## config.mk

```make
export PLATFORM = sky130hd
export DESIGN_NAME = timer16_edge_clear_freerun
export DESIGN_NICKNAME = d
export VERILOG_FILES = /design/src/timer16_edge_clear_freerun.v /design/src/trig_edge_filter.v /design/src/count_prescaler.v
export VERILOG_INCLUDE_DIRS = /design/src
export SDC_FILE = /design/constraint.sdc
export NUM_CORES = 1
export LEC_CHECK = 0
export ABC_AREA = 1
export BUFFER_PORTS_ARGS = -buffer_cell sky130_fd_sc_hd__buf_2
export CAP_MARGIN = 10
export CORE_MARGIN = 4
export CORE_UTILIZATION = 54
export CTS_BUF_LIST = sky130_fd_sc_hd__clkbuf_4 sky130_fd_sc_hd__clkbuf_8 sky130_fd_sc_hd__clkbuf_16
export CTS_CLUSTER_SIZE = 16
export DETAILED_ROUTE_END_ITERATION = 16
export PLACE_DENSITY_LB_ADDON = 0.25
export SETUP_SLACK_MARGIN = 0.02
export SYNTH_ARGS = -nofsm -noshare
export SYNTH_HDL_FRONTEND = slang
export SYNTH_SLANG_ARGS = --single-unit
```

## constraint.sdc

```tcl
create_clock -name i_clk_sys -period 1.7 [get_ports i_clk_sys]
set_input_delay 0.425 -clock i_clk_sys [delete_from_list [all_inputs] [get_ports i_clk_sys]]
set_output_delay 0.425 -clock i_clk_sys [all_outputs]
set_load 0.005 [all_outputs]
```

## src/timer16_defs.vh

```
`ifndef TIMER16_DEFS_VH
`define TIMER16_DEFS_VH
// Register addresses on the plain register port
`define ADDR_UP_COUNT_VALUE    4'h0
`define ADDR_CAPTURE_COMPARE_A 4'h1
`define ADDR_CAPTURE_COMPARE_B 4'h2
`define ADDR_OP_MODE_CONTROL   4'h3
`define ADDR_CAPCMP_CONTROL    4'h4
`define ADDR_PRESCALE_EDGE     4'h5
`define ADDR_OUTPUT_CONTROL    4'h6
// Operating mode control fields
`define MODE_MSB               3
`define MODE_LSB               2
`define EDGE_INVERT_BIT        1
`define WRAP_FLAG_BIT          0
`define MODE_STOP              2'h0
`define MODE_FREE_RUN          2'h1
`define MODE_CLEAR_START       2'h2
// Capture/compare control fields
`define CC_A_CAPTURE_BIT       0
`define CC_REVERSE_PHASE_BIT   1
`define CC_B_CAPTURE_BIT       2
// Prescale and edge select fields
`define TRIG_B_SEL_MSB         7
`define TRIG_B_SEL_LSB         6
`define TRIG_A_SEL_MSB         5
`define TRIG_A_SEL_LSB         4
`define CLK_SEL_MSB            1
`define CLK_SEL_LSB            0
// Edge select codes
`define EDGE_FALL              2'h0
`define EDGE_RISE              2'h1
`define EDGE_NONE              2'h2
`define EDGE_BOTH              2'h3
// Output control fields
`define OUT_ENABLE_BIT         0
`define OUT_INV_A_BIT          1
`define OUT_INV_B_BIT          4
// Reset values and counter limits
`define RESET_BYTE             8'h00
`define RESET_WORD             16'h0000
`define COUNT_ZERO             16'h0000
`define COUNT_FULL             16'hFFFF
// Count clock dividers
`define DIV_SEL1               4
`define DIV_SEL2               16
`define DIV_SEL3               256
`endif

```

## src/timer16_edge_clear_freerun.v

```verilog
`timescale 1ns/1ps
`default_nettype none
`include "timer16_defs.vh"
module timer16_edge_clear_freerun #(
  parameter DIV1 = `DIV_SEL1,
  parameter DIV2 = `DIV_SEL2,
  parameter DIV3 = `DIV_SEL3
) (
  input  wire        i_clk_sys,
  input  wire        i_nrst,
  input  wire [3:0]  i_addr,
  input  wire [15:0] i_wdata,
  input  wire        i_wr,
  input  wire        i_rd,
  output reg  [15:0] o_rdata,
  input  wire        i_trigger_input_a,
  input  wire        i_trigger_input_b,
  output wire        o_timer_output,
  output reg         o_irq_request_a,
  output reg         o_irq_request_b
);
  // Software visible state, then internal output and change flags
  reg  [15:0] up_count_value;     // Live counter
  reg  [15:0] capture_compare_a;  // Capture/compare register A
  reg  [15:0] capture_compare_b;  // Capture/compare register B
  reg  [1:0]  op_mode;            // Operating mode field
  reg         edge_invert_enable; // Toggle output on valid A edge
  reg         wrap_flag;          // Sticky overflow flag
  reg  [2:0]  capcmp_control;     // Capture/compare use bits
  reg  [7:0]  prescale_edge_control; // Edge selects, clock select
  reg  [2:0]  output_control;     // Enable and match-invert bits
  reg         out_level;          // Timer output flip-flop
  reg         count_new;          // Counter changed last cycle

  // Decoded control
  wire        run;
  wire        clear_mode;
  wire        a_capture;
  wire        b_capture;
  wire        reverse_phase;
  wire        tick;
  wire        a_valid;
  wire        a_opposite;
  wire        b_valid;
  wire        b_unused;
  wire        clear_now;
  wire        cap_a_now;
  wire        cap_b_now;
  wire        match_a;
  wire        match_b;
  wire        irq_a_now;
  wire        irq_b_now;
  wire        toggle_now;
  wire        wrap_now;
  wire        wr_mode;

  assign run           = (op_mode != `MODE_STOP);
  assign clear_mode    = (op_mode == `MODE_CLEAR_START);
  assign a_capture     = capcmp_control[`CC_A_CAPTURE_BIT];
  assign b_capture     = capcmp_control[`CC_B_CAPTURE_BIT];
  assign reverse_phase = capcmp_control[`CC_REVERSE_PHASE_BIT];
  assign wr_mode       = i_wr && (i_addr == `ADDR_OP_MODE_CONTROL);

  // Count clock enable from the divider
  count_prescaler #(
    .DIV1 (DIV1),
    .DIV2 (DIV2),
    .DIV3 (DIV3)
  ) u_prescaler (
    .i_clk_sys (i_clk_sys),
    .i_nrst    (i_nrst),
    .i_run     (run),
    .i_sel     (prescale_edge_control[`CLK_SEL_MSB:`CLK_SEL_LSB]),
    .o_tick    (tick)
  );

  // Filtered edges of trigger input A
  trig_edge_filter u_trig_a (
    .i_clk_sys  (i_clk_sys),
    .i_nrst     (i_nrst),
    .i_pin      (i_trigger_input_a),
    .i_edge_sel (prescale_edge_control[`TRIG_A_SEL_MSB:`TRIG_A_SEL_LSB]),
    .o_valid    (a_valid),
    .o_opposite (a_opposite)
  );

  // Filtered edges of trigger input B; its opposite edge is unused
  trig_edge_filter u_trig_b (
    .i_clk_sys  (i_clk_sys),
    .i_nrst     (i_nrst),
    .i_pin      (i_trigger_input_b),
    .i_edge_sel (prescale_edge_control[`TRIG_B_SEL_MSB:`TRIG_B_SEL_LSB]),
    .o_valid    (b_valid),
    .o_opposite (b_unused)
  );

  // Valid A edge clears only in clear-and-start mode
  assign clear_now = run && clear_mode && a_valid;

  // Register B captures only from input A
  assign cap_b_now = run && b_capture && a_valid;

  // Register A: opposite A edge or valid B edge
  assign cap_a_now = run && a_capture &&
                     (reverse_phase ? a_opposite : b_valid);

  // Compares look only at a freshly changed count
  assign match_a = run && !a_capture && count_new &&
                   (up_count_value == capture_compare_a);
  assign match_b = run && !b_capture && count_new &&
                   (up_count_value == capture_compare_b);

  // Request A: compare, A capture from a B edge, or bare B edge in reverse phase
  assign irq_a_now = match_a ||
                     (run && a_capture && !reverse_phase && b_valid) ||
                     (run && a_capture && reverse_phase && b_valid);

  // Request B: compare or capture of register B
  assign irq_b_now = match_b || cap_b_now;

  // Output toggles; pin use with B edges is left to software
  assign toggle_now = (edge_invert_enable && run && a_valid) ||
                      (output_control[`OUT_INV_A_BIT] && match_a) ||
                      (output_control[`OUT_INV_B_BIT] && match_b);

  // Overflow on the count clock after FFFF
  assign wrap_now = run && tick && !clear_now &&
                    (up_count_value == `COUNT_FULL);

  assign o_timer_output = output_control[`OUT_ENABLE_BIT] & out_level;

  // Counter: stop clears, edge clear beats the count tick
  always @(posedge i_clk_sys) begin
    if (!i_nrst) begin
      up_count_value <= `COUNT_ZERO;
      count_new      <= 1'b0;
    end else if (!run) begin
      up_count_value <= `COUNT_ZERO;
      count_new      <= 1'b0;
    end else if (clear_now) begin
      // Captures this cycle see the old count
      up_count_value <= `COUNT_ZERO;
      count_new      <= 1'b1;
    end else if (tick) begin
      // Natural 16-bit wrap to zero
      up_count_value <= up_count_value + 16'h0001;
      count_new      <= 1'b1;
    end else begin
      count_new      <= 1'b0;
    end
  end

  // Capture registers; hardware capture wins over a write
  always @(posedge i_clk_sys) begin
    if (!i_nrst) begin
      capture_compare_a <= `RESET_WORD;
      capture_compare_b <= `RESET_WORD;
    end else begin
      if (cap_a_now) begin
        capture_compare_a <= up_count_value;
      end else if (i_wr && i_addr == `ADDR_CAPTURE_COMPARE_A) begin
        capture_compare_a <= i_wdata;
      end
      if (cap_b_now) begin
        capture_compare_b <= up_count_value;
      end else if (i_wr && i_addr == `ADDR_CAPTURE_COMPARE_B) begin
        capture_compare_b <= i_wdata;
      end
    end
  end

  // Control registers written by software
  always @(posedge i_clk_sys) begin
    if (!i_nrst) begin
      op_mode               <= `MODE_STOP;
      edge_invert_enable    <= 1'b0;
      capcmp_control        <= 3'h0;
      prescale_edge_control <= `RESET_BYTE;
      output_control        <= 3'h0;
    end else if (i_wr) begin
      if (i_addr == `ADDR_OP_MODE_CONTROL) begin
        op_mode            <= i_wdata[`MODE_MSB:`MODE_LSB];
        edge_invert_enable <= i_wdata[`EDGE_INVERT_BIT];
      end else if (i_addr == `ADDR_CAPCMP_CONTROL) begin
        capcmp_control <= i_wdata[2:0];
      end else if (i_addr == `ADDR_PRESCALE_EDGE) begin
        prescale_edge_control <= i_wdata[7:0];
      end else if (i_addr == `ADDR_OUTPUT_CONTROL) begin
        output_control <= {i_wdata[`OUT_INV_B_BIT],
                           i_wdata[`OUT_INV_A_BIT],
                           i_wdata[`OUT_ENABLE_BIT]};
      end
    end
  end

  // Wrap flag: a new overflow wins over a clearing write
  always @(posedge i_clk_sys) begin
    if (!i_nrst) begin
      wrap_flag <= 1'b0;
    end else if (wrap_now) begin
      wrap_flag <= 1'b1;
    end else if (wr_mode && !i_wdata[`WRAP_FLAG_BIT]) begin
      wrap_flag <= 1'b0;
    end
  end

  // Timer output level and request pulses
  always @(posedge i_clk_sys) begin
    if (!i_nrst) begin
      out_level       <= 1'b0;
      o_irq_request_a <= 1'b0;
      o_irq_request_b <= 1'b0;
    end else begin
      if (!run) begin
        out_level <= 1'b0;
      end else if (toggle_now) begin
        out_level <= ~out_level;
      end
      // One pulse per event; masking lives outside
      o_irq_request_a <= irq_a_now;
      o_irq_request_b <= irq_b_now;
    end
  end

  // Read port; data stand one cycle after the strobe
  always @(posedge i_clk_sys) begin
    if (!i_nrst) begin
      o_rdata <= `RESET_WORD;
    end else if (i_rd) begin
      if (i_addr == `ADDR_UP_COUNT_VALUE) begin
        o_rdata <= up_count_value;
      end else if (i_addr == `ADDR_CAPTURE_COMPARE_A) begin
        o_rdata <= capture_compare_a;
      end else if (i_addr == `ADDR_CAPTURE_COMPARE_B) begin
        o_rdata <= capture_compare_b;
      end else if (i_addr == `ADDR_OP_MODE_CONTROL) begin
        o_rdata <= {12'h000, op_mode, edge_invert_enable, wrap_flag};
      end else if (i_addr == `ADDR_CAPCMP_CONTROL) begin
        o_rdata <= {13'h0000, capcmp_control};
      end else if (i_addr == `ADDR_PRESCALE_EDGE) begin
        o_rdata <= {8'h00, prescale_edge_control};
      end else if (i_addr == `ADDR_OUTPUT_CONTROL) begin
        o_rdata <= {11'h000, output_control[2], 2'h0,
                    output_control[1], output_control[0]};
      end else begin
        // Unmapped addresses read as zero
        o_rdata <= `RESET_WORD;
      end
    end else begin
      o_rdata <= `RESET_WORD;
    end
  end
endmodule // timer16_edge_clear_freerun
`default_nettype wire

```

## src/trig_edge_filter.v

```verilog
`timescale 1ns/1ps
`default_nettype none
`include "timer16_defs.vh"
module trig_edge_filter (
  input  wire       i_clk_sys,
  input  wire       i_nrst,
  input  wire       i_pin,
  input  wire [1:0] i_edge_sel,
  output reg        o_valid,
  output reg        o_opposite
);
  reg       sync_1;    // First synchroniser stage
  reg       sync_2;    // Second synchroniser stage
  reg       sample_d;  // Previous sample for the noise filter
  reg       stable;    // Level seen twice in a row
  reg       stable_d;  // Delayed stable level for edge finding
  wire      rise;
  wire      fall;
  assign rise = stable & ~stable_d;
  assign fall = ~stable & stable_d;

  // Sync, two-sample filter, then edge classification
  always @(posedge i_clk_sys) begin
    if (!i_nrst) begin
      sync_1     <= 1'b0;
      sync_2     <= 1'b0;
      sample_d   <= 1'b0;
      stable     <= 1'b0;
      stable_d   <= 1'b0;
      o_valid    <= 1'b0;
      o_opposite <= 1'b0;
    end else begin
      sync_1   <= i_pin;
      sync_2   <= sync_1;
      sample_d <= sync_2;
      // Short glitches never reach the stable level
      if (sync_2 == sample_d) begin
        stable <= sync_2;
      end
      stable_d <= stable;
      case (i_edge_sel)
        `EDGE_FALL: begin
          o_valid    <= fall;
          o_opposite <= rise;
        end
        `EDGE_RISE: begin
          o_valid    <= rise;
          o_opposite <= fall;
        end
        `EDGE_BOTH: begin
          o_valid    <= rise | fall;
          o_opposite <= 1'b0;
        end
        default: begin
          o_valid    <= 1'b0;
          o_opposite <= 1'b0;
        end
      endcase
    end
  end
endmodule // trig_edge_filter
`default_nettype wire

```

## src/count_prescaler.v

```verilog
`timescale 1ns/1ps
`default_nettype none
`include "timer16_defs.vh"
module count_prescaler #(
  parameter DIV1 = `DIV_SEL1,
  parameter DIV2 = `DIV_SEL2,
  parameter DIV3 = `DIV_SEL3
) (
  input  wire       i_clk_sys,
  input  wire       i_nrst,
  input  wire       i_run,
  input  wire [1:0] i_sel,
  output reg        o_tick
);
  reg  [8:0] div_cnt;  // Free divider count
  reg  [8:0] limit;    // Terminal count for the selected rate
  // Full-width terminal counts; only the low nine bits are used
  localparam [31:0] LIM1 = DIV1 - 1;
  localparam [31:0] LIM2 = DIV2 - 1;
  localparam [31:0] LIM3 = DIV3 - 1;

  // Pick the terminal count
  always @* begin
    case (i_sel)
      2'h0:    limit = 9'h000;
      2'h1:    limit = LIM1[8:0];
      2'h2:    limit = LIM2[8:0];
      default: limit = LIM3[8:0];
    endcase
  end

  // One-cycle tick per count clock; held off while stopped
  always @(posedge i_clk_sys) begin
    if (!i_nrst || !i_run) begin
      div_cnt <= 9'h000;
      o_tick  <= 1'b0;
    end else if (div_cnt >= limit) begin
      div_cnt <= 9'h000;
      o_tick  <= 1'b1;
    end else begin
      div_cnt <= div_cnt + 9'h001;
      o_tick  <= 1'b0;
    end
  end
endmodule // count_prescaler
`default_nettype wire

```

## Yosys cells after proc, flatten, opt, wreduce, memory -nomap -nowiden

Index checks and enable logic that the tools add are counted.

- $add $sub $neg: 2
- Order comparisons: 1
- Eq/ne operators: 18
- Multiplexer cells: 21
- Bitwise operators: 17
- Reduce and logical (&&, ||, !) cells: 54

Operator list:

| operator | count |
|---|---|
| 16-bit two-way mux | 7 |
| 16-bit equality test | 2 |
| 1-bit logical AND | 26 |
| 8-bit two-way mux | 3 |
| 8-bit case mux with 3 select lines | 1 |
| 16-bit by 1-bit adder with 16-bit output, second input constant | 1 |
| 16-bit equality test, second input constant | 1 |
| 4-bit by 3-bit equality test with 1-bit output, second input constant | 3 |
| 1-bit inverter | 10 |
| 9-bit by 1-bit adder with 9-bit output, second input constant | 1 |
| 9-bit by 8-bit greater-or-equal comparator with 1-bit output | 1 |
| 2-bit equality test, second input constant | 4 |
| 4-bit by 2-bit equality test with 1-bit output, second input constant | 2 |
| 2-bit nonzero test | 4 |
| 1-bit logical NOT | 7 |
| 2-bit by 1-bit equality test with 1-bit output, second input constant | 3 |
| 2-bit logical NOT | 3 |
| 1-bit two-way mux | 6 |
| 1-bit case mux with 3 select lines | 2 |
| 2-bit AND reduction | 3 |
| 1-bit bitwise AND | 5 |
| 1-bit logical OR | 5 |
| 5-bit two-way mux | 1 |
| 5-bit AND reduction | 1 |
| 9 further kinds | 11 |

- Register bits after elaboration: 109

## Depth between registers and ports, before layout

- Depth after elaboration: 8
- Mapped depth: 11

## By module

From an unflattened synthesis, not the netlist that was laid out.

- Cell total of the unflattened synthesis: 799
- Area, all modules: 5540.3 µm²

By module, submodules not included:

| module | instances | cells each | area an instance (µm²) |
|---|---|---|---|
| timer16_edge_clear_freerun | 1 | 639 | 4351.7 |
| count_prescaler | 1 | 86 | 633.1 |
| trig_edge_filter | 2 | 37 | 277.8 |

## Worst setup path after synthesis

No wires, ideal clock.

- Path type: register -> register
- Start: register prescale_edge_control[1]
- End: register u_prescaler.div_cnt[0]
- Setup time: 70 ps
- Data arrival time: 1485 ps
- Data required time: 1630 ps
- Slack: 145 ps
- Stages on the path, launching flop included: 8
- Buffers on the path: 0
- Clock period less this slack: 1555 ps
- Cell sequence: dfxtp_1 -> nand2_1 -> ha_1 -> a21oi_1 -> nor2_1 -> nor3_1 -> nand3_1 -> nor2_1

- Longest elaborated chain between the ends: 4
- Elaborated cells on any way between the ends: 6
- Classes of those cells: order compare: 1; eq/ne: 2; mux: 1; reduce/logical: 2

RTL lines:

| item | RTL line | text |
|---|---|---|
| start: declaration | timer16_edge_clear_freerun.v:30 | `reg [7:0] prescale_edge_control;` |
| start signal: assignment | timer16_edge_clear_freerun.v:178 | `` prescale_edge_control <= `RESET_BYTE; `` |
| start signal: assignment | timer16_edge_clear_freerun.v:187 | `prescale_edge_control <= i_wdata[7:0];` |
| 2-bit equality test (tied with other cells) | count_prescaler.v:24 | `case (i_sel)` |
| 8-bit case mux with 3 select lines (*) | count_prescaler.v:24 |  |
| 9-bit by 8-bit greater-or-equal comparator with 1-bit output (*) | count_prescaler.v:37 | `end else if (div_cnt >= limit) begin` |
| 2-bit OR reduction (no line) (*) | n/a |  |
| end signal: assignment | count_prescaler.v:41 | `div_cnt <= div_cnt + 9'h001;` |
| end: declaration | count_prescaler.v:15 | `reg [8:0] div_cnt;` |

Every way passes the cells marked *; elsewhere a longest branch is shown, timed or not.
A chain may end at the register's enable or synchronous reset.

## Worst setup path after layout

- Start: register u_prescaler.div_cnt[2]
- End: register u_prescaler.div_cnt[5]

- Longest elaborated chain between the ends: 2
- Elaborated cells on any way between the ends: 3
- Classes of those cells: add/sub: 1; order compare: 1; reduce/logical: 1

RTL lines:

| item | RTL line |
|---|---|
| 9-bit by 8-bit greater-or-equal comparator with 1-bit output | count_prescaler.v:37 |
| 2-bit OR reduction (no line) | n/a |

Several ways; a longest one is shown, not always the timed one.

==> impl_metrics.toml <==
[hold_path]
hold_class = "primary input to register"
holdCritStartpoint = "i_trigger_input_b"
holdPathStages = 3
timing.hold.worst_endpoint = "u_trig_b.sync_1"

[global_route]
grt.overflow.total = 0
globalRouteMet1Util_pct = 33.37
first_global_vias = 4870
gr-usage-met3_pct = 4.395
gr-usage-met2_pct = 41.78
antenna_found_initial = 0
maximum_number_of_pins_on_one_net_before_global_route_repair = 33
gr-max-usage-layer = "met2"
gr-usage-all-layers_pct = 25.37
wire_length_of_the_first_global_routing_pass_um = 23200

[timing]
worst_clock_skew_ns = 0.01365
max_freq_ghz = 0.5925
finalSetupViolCount = 0
fin_crit_sh_pct = 99.29
tightestPinTransition_ns = 0.3414
final.min_clock_period_ns = 1.688
worst_slew_margin_rel_pct = 77.15
timing.final.ws_setup_ns = 0.01211
drv_slew = 0
rsz0062_at_grt = "yes"
final_hold_viol_count = 0

[place]
dpl_cell_area_um2 = 5849
gp_routability_congestion = 0.8976
placedCellCount = 931
dp_hpwl_um = 10530
post-place-ws_ns = -0.1135
portbufs = 44

[yosys]
synth.avg_cell_area_um2 = 7.069
yosys_register_bits = 109
synth-edff-count = 0
yosys-top-cells-area = "dfxtp_1 41%, nand2_1 10%, a21oi_1 8.5%"
postSynthCellCount = 751
post-synth-top-area-cell = "dfxtp_1"
mappedNetlistArea_um2 = 5309
ys_seq_area_share_pct = 41.10
synth.yosys.warnings = 0
syn_nets = 789
synth_ff_type = "dfxtp_1"
synthDistinctLibCells = 33
async_flop_share_pct = 0
synthDominantCellAreaShare_pct = 41.10

[cts]
holdBufCountCts = 0
insertion_delay_ns = 0.38
tritoncts = "yes"
cts.sinks = 109
tritoncts.num_buffers = 9
cts_buffer_depth = 2
clk_pin_slew_worst_paths_ns = 0.11
cts_max_level = 3
clock-root-buffer = "clkbuf_8"

[floorplan]
io_pins = 45
die_h_um = 107.2
num_rows = 35
floorplan.die.width_um = 107.2
dieArea_um2 = 11480
placeableCoreArea_um2 = 9415
floorplan.initialDensity_pct = 56.39

[cells_and_area]
diodes = 0
instances_no_fill = 950
areaGrowthSynthToFinish_pct = 17.11
final_net_count = 854
postLayoutCoreUtil_pct = 66.03
final_layout_size_suffix_gt1_share_pct = 18.39
postLayoutCellArea_um2 = 6217

[route]
post-route-drc-count = 0
wl_per_cell_um = 15.11
post_drt_via_cell_ratio = 5.591
first_pass_iters = 6
initialDrtViolationCount = 391
finalWirelength_um = 14350
vias = 5311
drtAntennaViolNets = 0

[critical_path]
critical_path.startpoint_type = "register"
crit_family = "simple AND/OR/NAND/NOR gates"
worst-endpoint-required_ns = 1.99
worst_setup_path_end_kind = "register"
regToRegSetupSlack_ns = 0.01
setup.worst_path.class = "register to register"
r2r_end = "u_prescaler.div_cnt[5]"
cp.buffers_inverters = 1
timing.rr.start = "u_prescaler.div_cnt[2]"
worst_r2r_path_depth = 7
cp_max_fo = 6
critical_path.slowest_cell = "dfxtp_1"
worst_ep_arrival_time_ns = 1.97
critical-path-max-stage-delay_ns = 0.47
timing.critical_path.cells = "inv_1 -> nor2_1 -> nor3_2 -> o21bai_1 -> nand4_1 -> nand3_4 -> nor2_2"

[run_status]
status = "finished, final reports clean"

[pwr]
total_leakage_power_nw = 2.552
total_power_consumption_mw = 4.634
p_per_area_nw_per_um2 = 745.4
worst_ir_drop_vdd_uv = 518.3

[job]
timing.max_cap.violations = 0
==> registers in the layout (all words and copies together) (netlist names), 2 cells and up <==
register               count
capcmp_control             3
prescale_edge_control      8
output_control             3
o_rdata                   16
op_mode                    2
capture_compare_b         16
u_prescaler.div_cnt        9
up_count_value            16
capture_compare_a         16
==> worst register-to-register path, delay by kind of cell (launching register included) <==
| kind | cells | cell delay (ns) |
|---|---|---|
| flip-flops | 1 | 0.47 |
| AO/OA/AOI/OAI | 1 | 0.16 |
| AND/OR/NAND/NOR | 5 | 0.89 |
| buffers and inverters | 1 | 0.08 |
==> placed cells by master (no fill, tap or decap), types with 3 or more instances in the layout <==
cell type	synthesis	routed
nand2_1	142	140
dfxtp_1	109	103
inv_1	92	90
a21oi_1	90	90
o21ai_0	88	86
nor2_1	62	52
buf_2	16	44
buf_4	4	38
nand3_1	27	25
xnor2_1	15	15
nor2_2	5	14
xor2_1	12	12
nand4_1	11	11
a31oi_1	9	9
nor3_1	11	9
ha_1	12	9
clkbuf_8	0	9
inv_2	4	6
nand2_2	3	5
o22ai_1	5	5
or2_2	5	5
o21ai_1	3	4
a221oi_1	3	3
nand3_2	1	3
inv_8	0	3
dfxtp_4	0	3
dfxtp_2	0	3
==> how the worst max path moves through the flow <==
| stage | start | end | depth (start not counted) |
|---|---|---|---|
| 6_report | u_prescaler.div_cnt[2] | u_prescaler.div_cnt[5] | 7 |
| 5_1_grt | prescale_edge_control[1] | u_prescaler.div_cnt[5] | 9 |
| 4_1_cts | prescale_edge_control[1] | u_prescaler.div_cnt[7] | 7 |
| 3_5_place_dp | prescale_edge_control[1] | u_prescaler.div_cnt[7] | 7 |
| 3_3_place_gp | i_addr[2] | o_rdata[3] | 7 |
| 2_1_floorplan | prescale_edge_control[1] | u_prescaler.div_cnt[0] | 7 |
==> report_power, final <==
| group | internal [mW] | switching [mW] | leakage (nW) | total, mW |
|---|---|---|---|---|
| Clock | 0.723 | 0.982 | 0.106 | 1.70 |
| Sequential | 2.58 | 0.0228 | 0.885 | 2.60 |
| Combinational | 0.121 | 0.205 | 1.56 | 0.326 |
==> timing repair <==
action,in CTS,in global routing
pin swaps,1,12
setup endpoints to repair,9,24
resized for setup,3,35
setup buffers,0,2
hold endpoints to repair,0,0
gates cloned,0,1
==> cell type report <==
cell class | instances | area [um^2]
repair buffers | 84 | 545.5
inverters | 96 | 360.3
flip-flops and latches | 109 | 2197
well taps | 129 | 161.4
fillers | 831 | 3198
multi-input cells | 516 | 2740
clock inverters | 7 | 88.84
clock buffers | 9 | 123.9
==> routing by layer <==
layer,vias to the layer above,share of wire (%)
met5,-,0
met4,0,2.7
met3,37,7.9
met2,240,47
met1,2433,43
li1,2601,-
==> synth_stat cells, types with 4 or more instances <==
master    number
or2_2          5
xnor2_1       15
o21ai_0       88
clkbuf_1      11
xor2_1        12
inv_2          4
a31oi_1        9
o22ai_1        5
nor3_1        11
buf_2         16
nand4_1       11
buf_4          4
a21oi_1       90
nor2_1        62
nor2_2         5
nand2_1      142
dfxtp_1      109
inv_1         92
ha_1          12
nand3_1       27
==> through the flow <==
stage | hold WS, ns | TNS, ns
after floorplan | 0.3905 | 0
after global placement | 0.3922 | -0.001978
after detailed placement | 0.4053 | -0.8324
after CTS | 0.1973 | 0
after global routing | 0.2066 | -1.161
final | 0.2089 | 0
==> cell families after synthesis <==
kind of cell    share of synthesized area [%]
buf+inv                                 9.639
simple gates                            21.54
compound gates                          20.43
xor+xnor                                4.454
flops                                   41.10
fa+ha+maj                               2.828
Note: power is estimated with default switching activity, not from simulation.
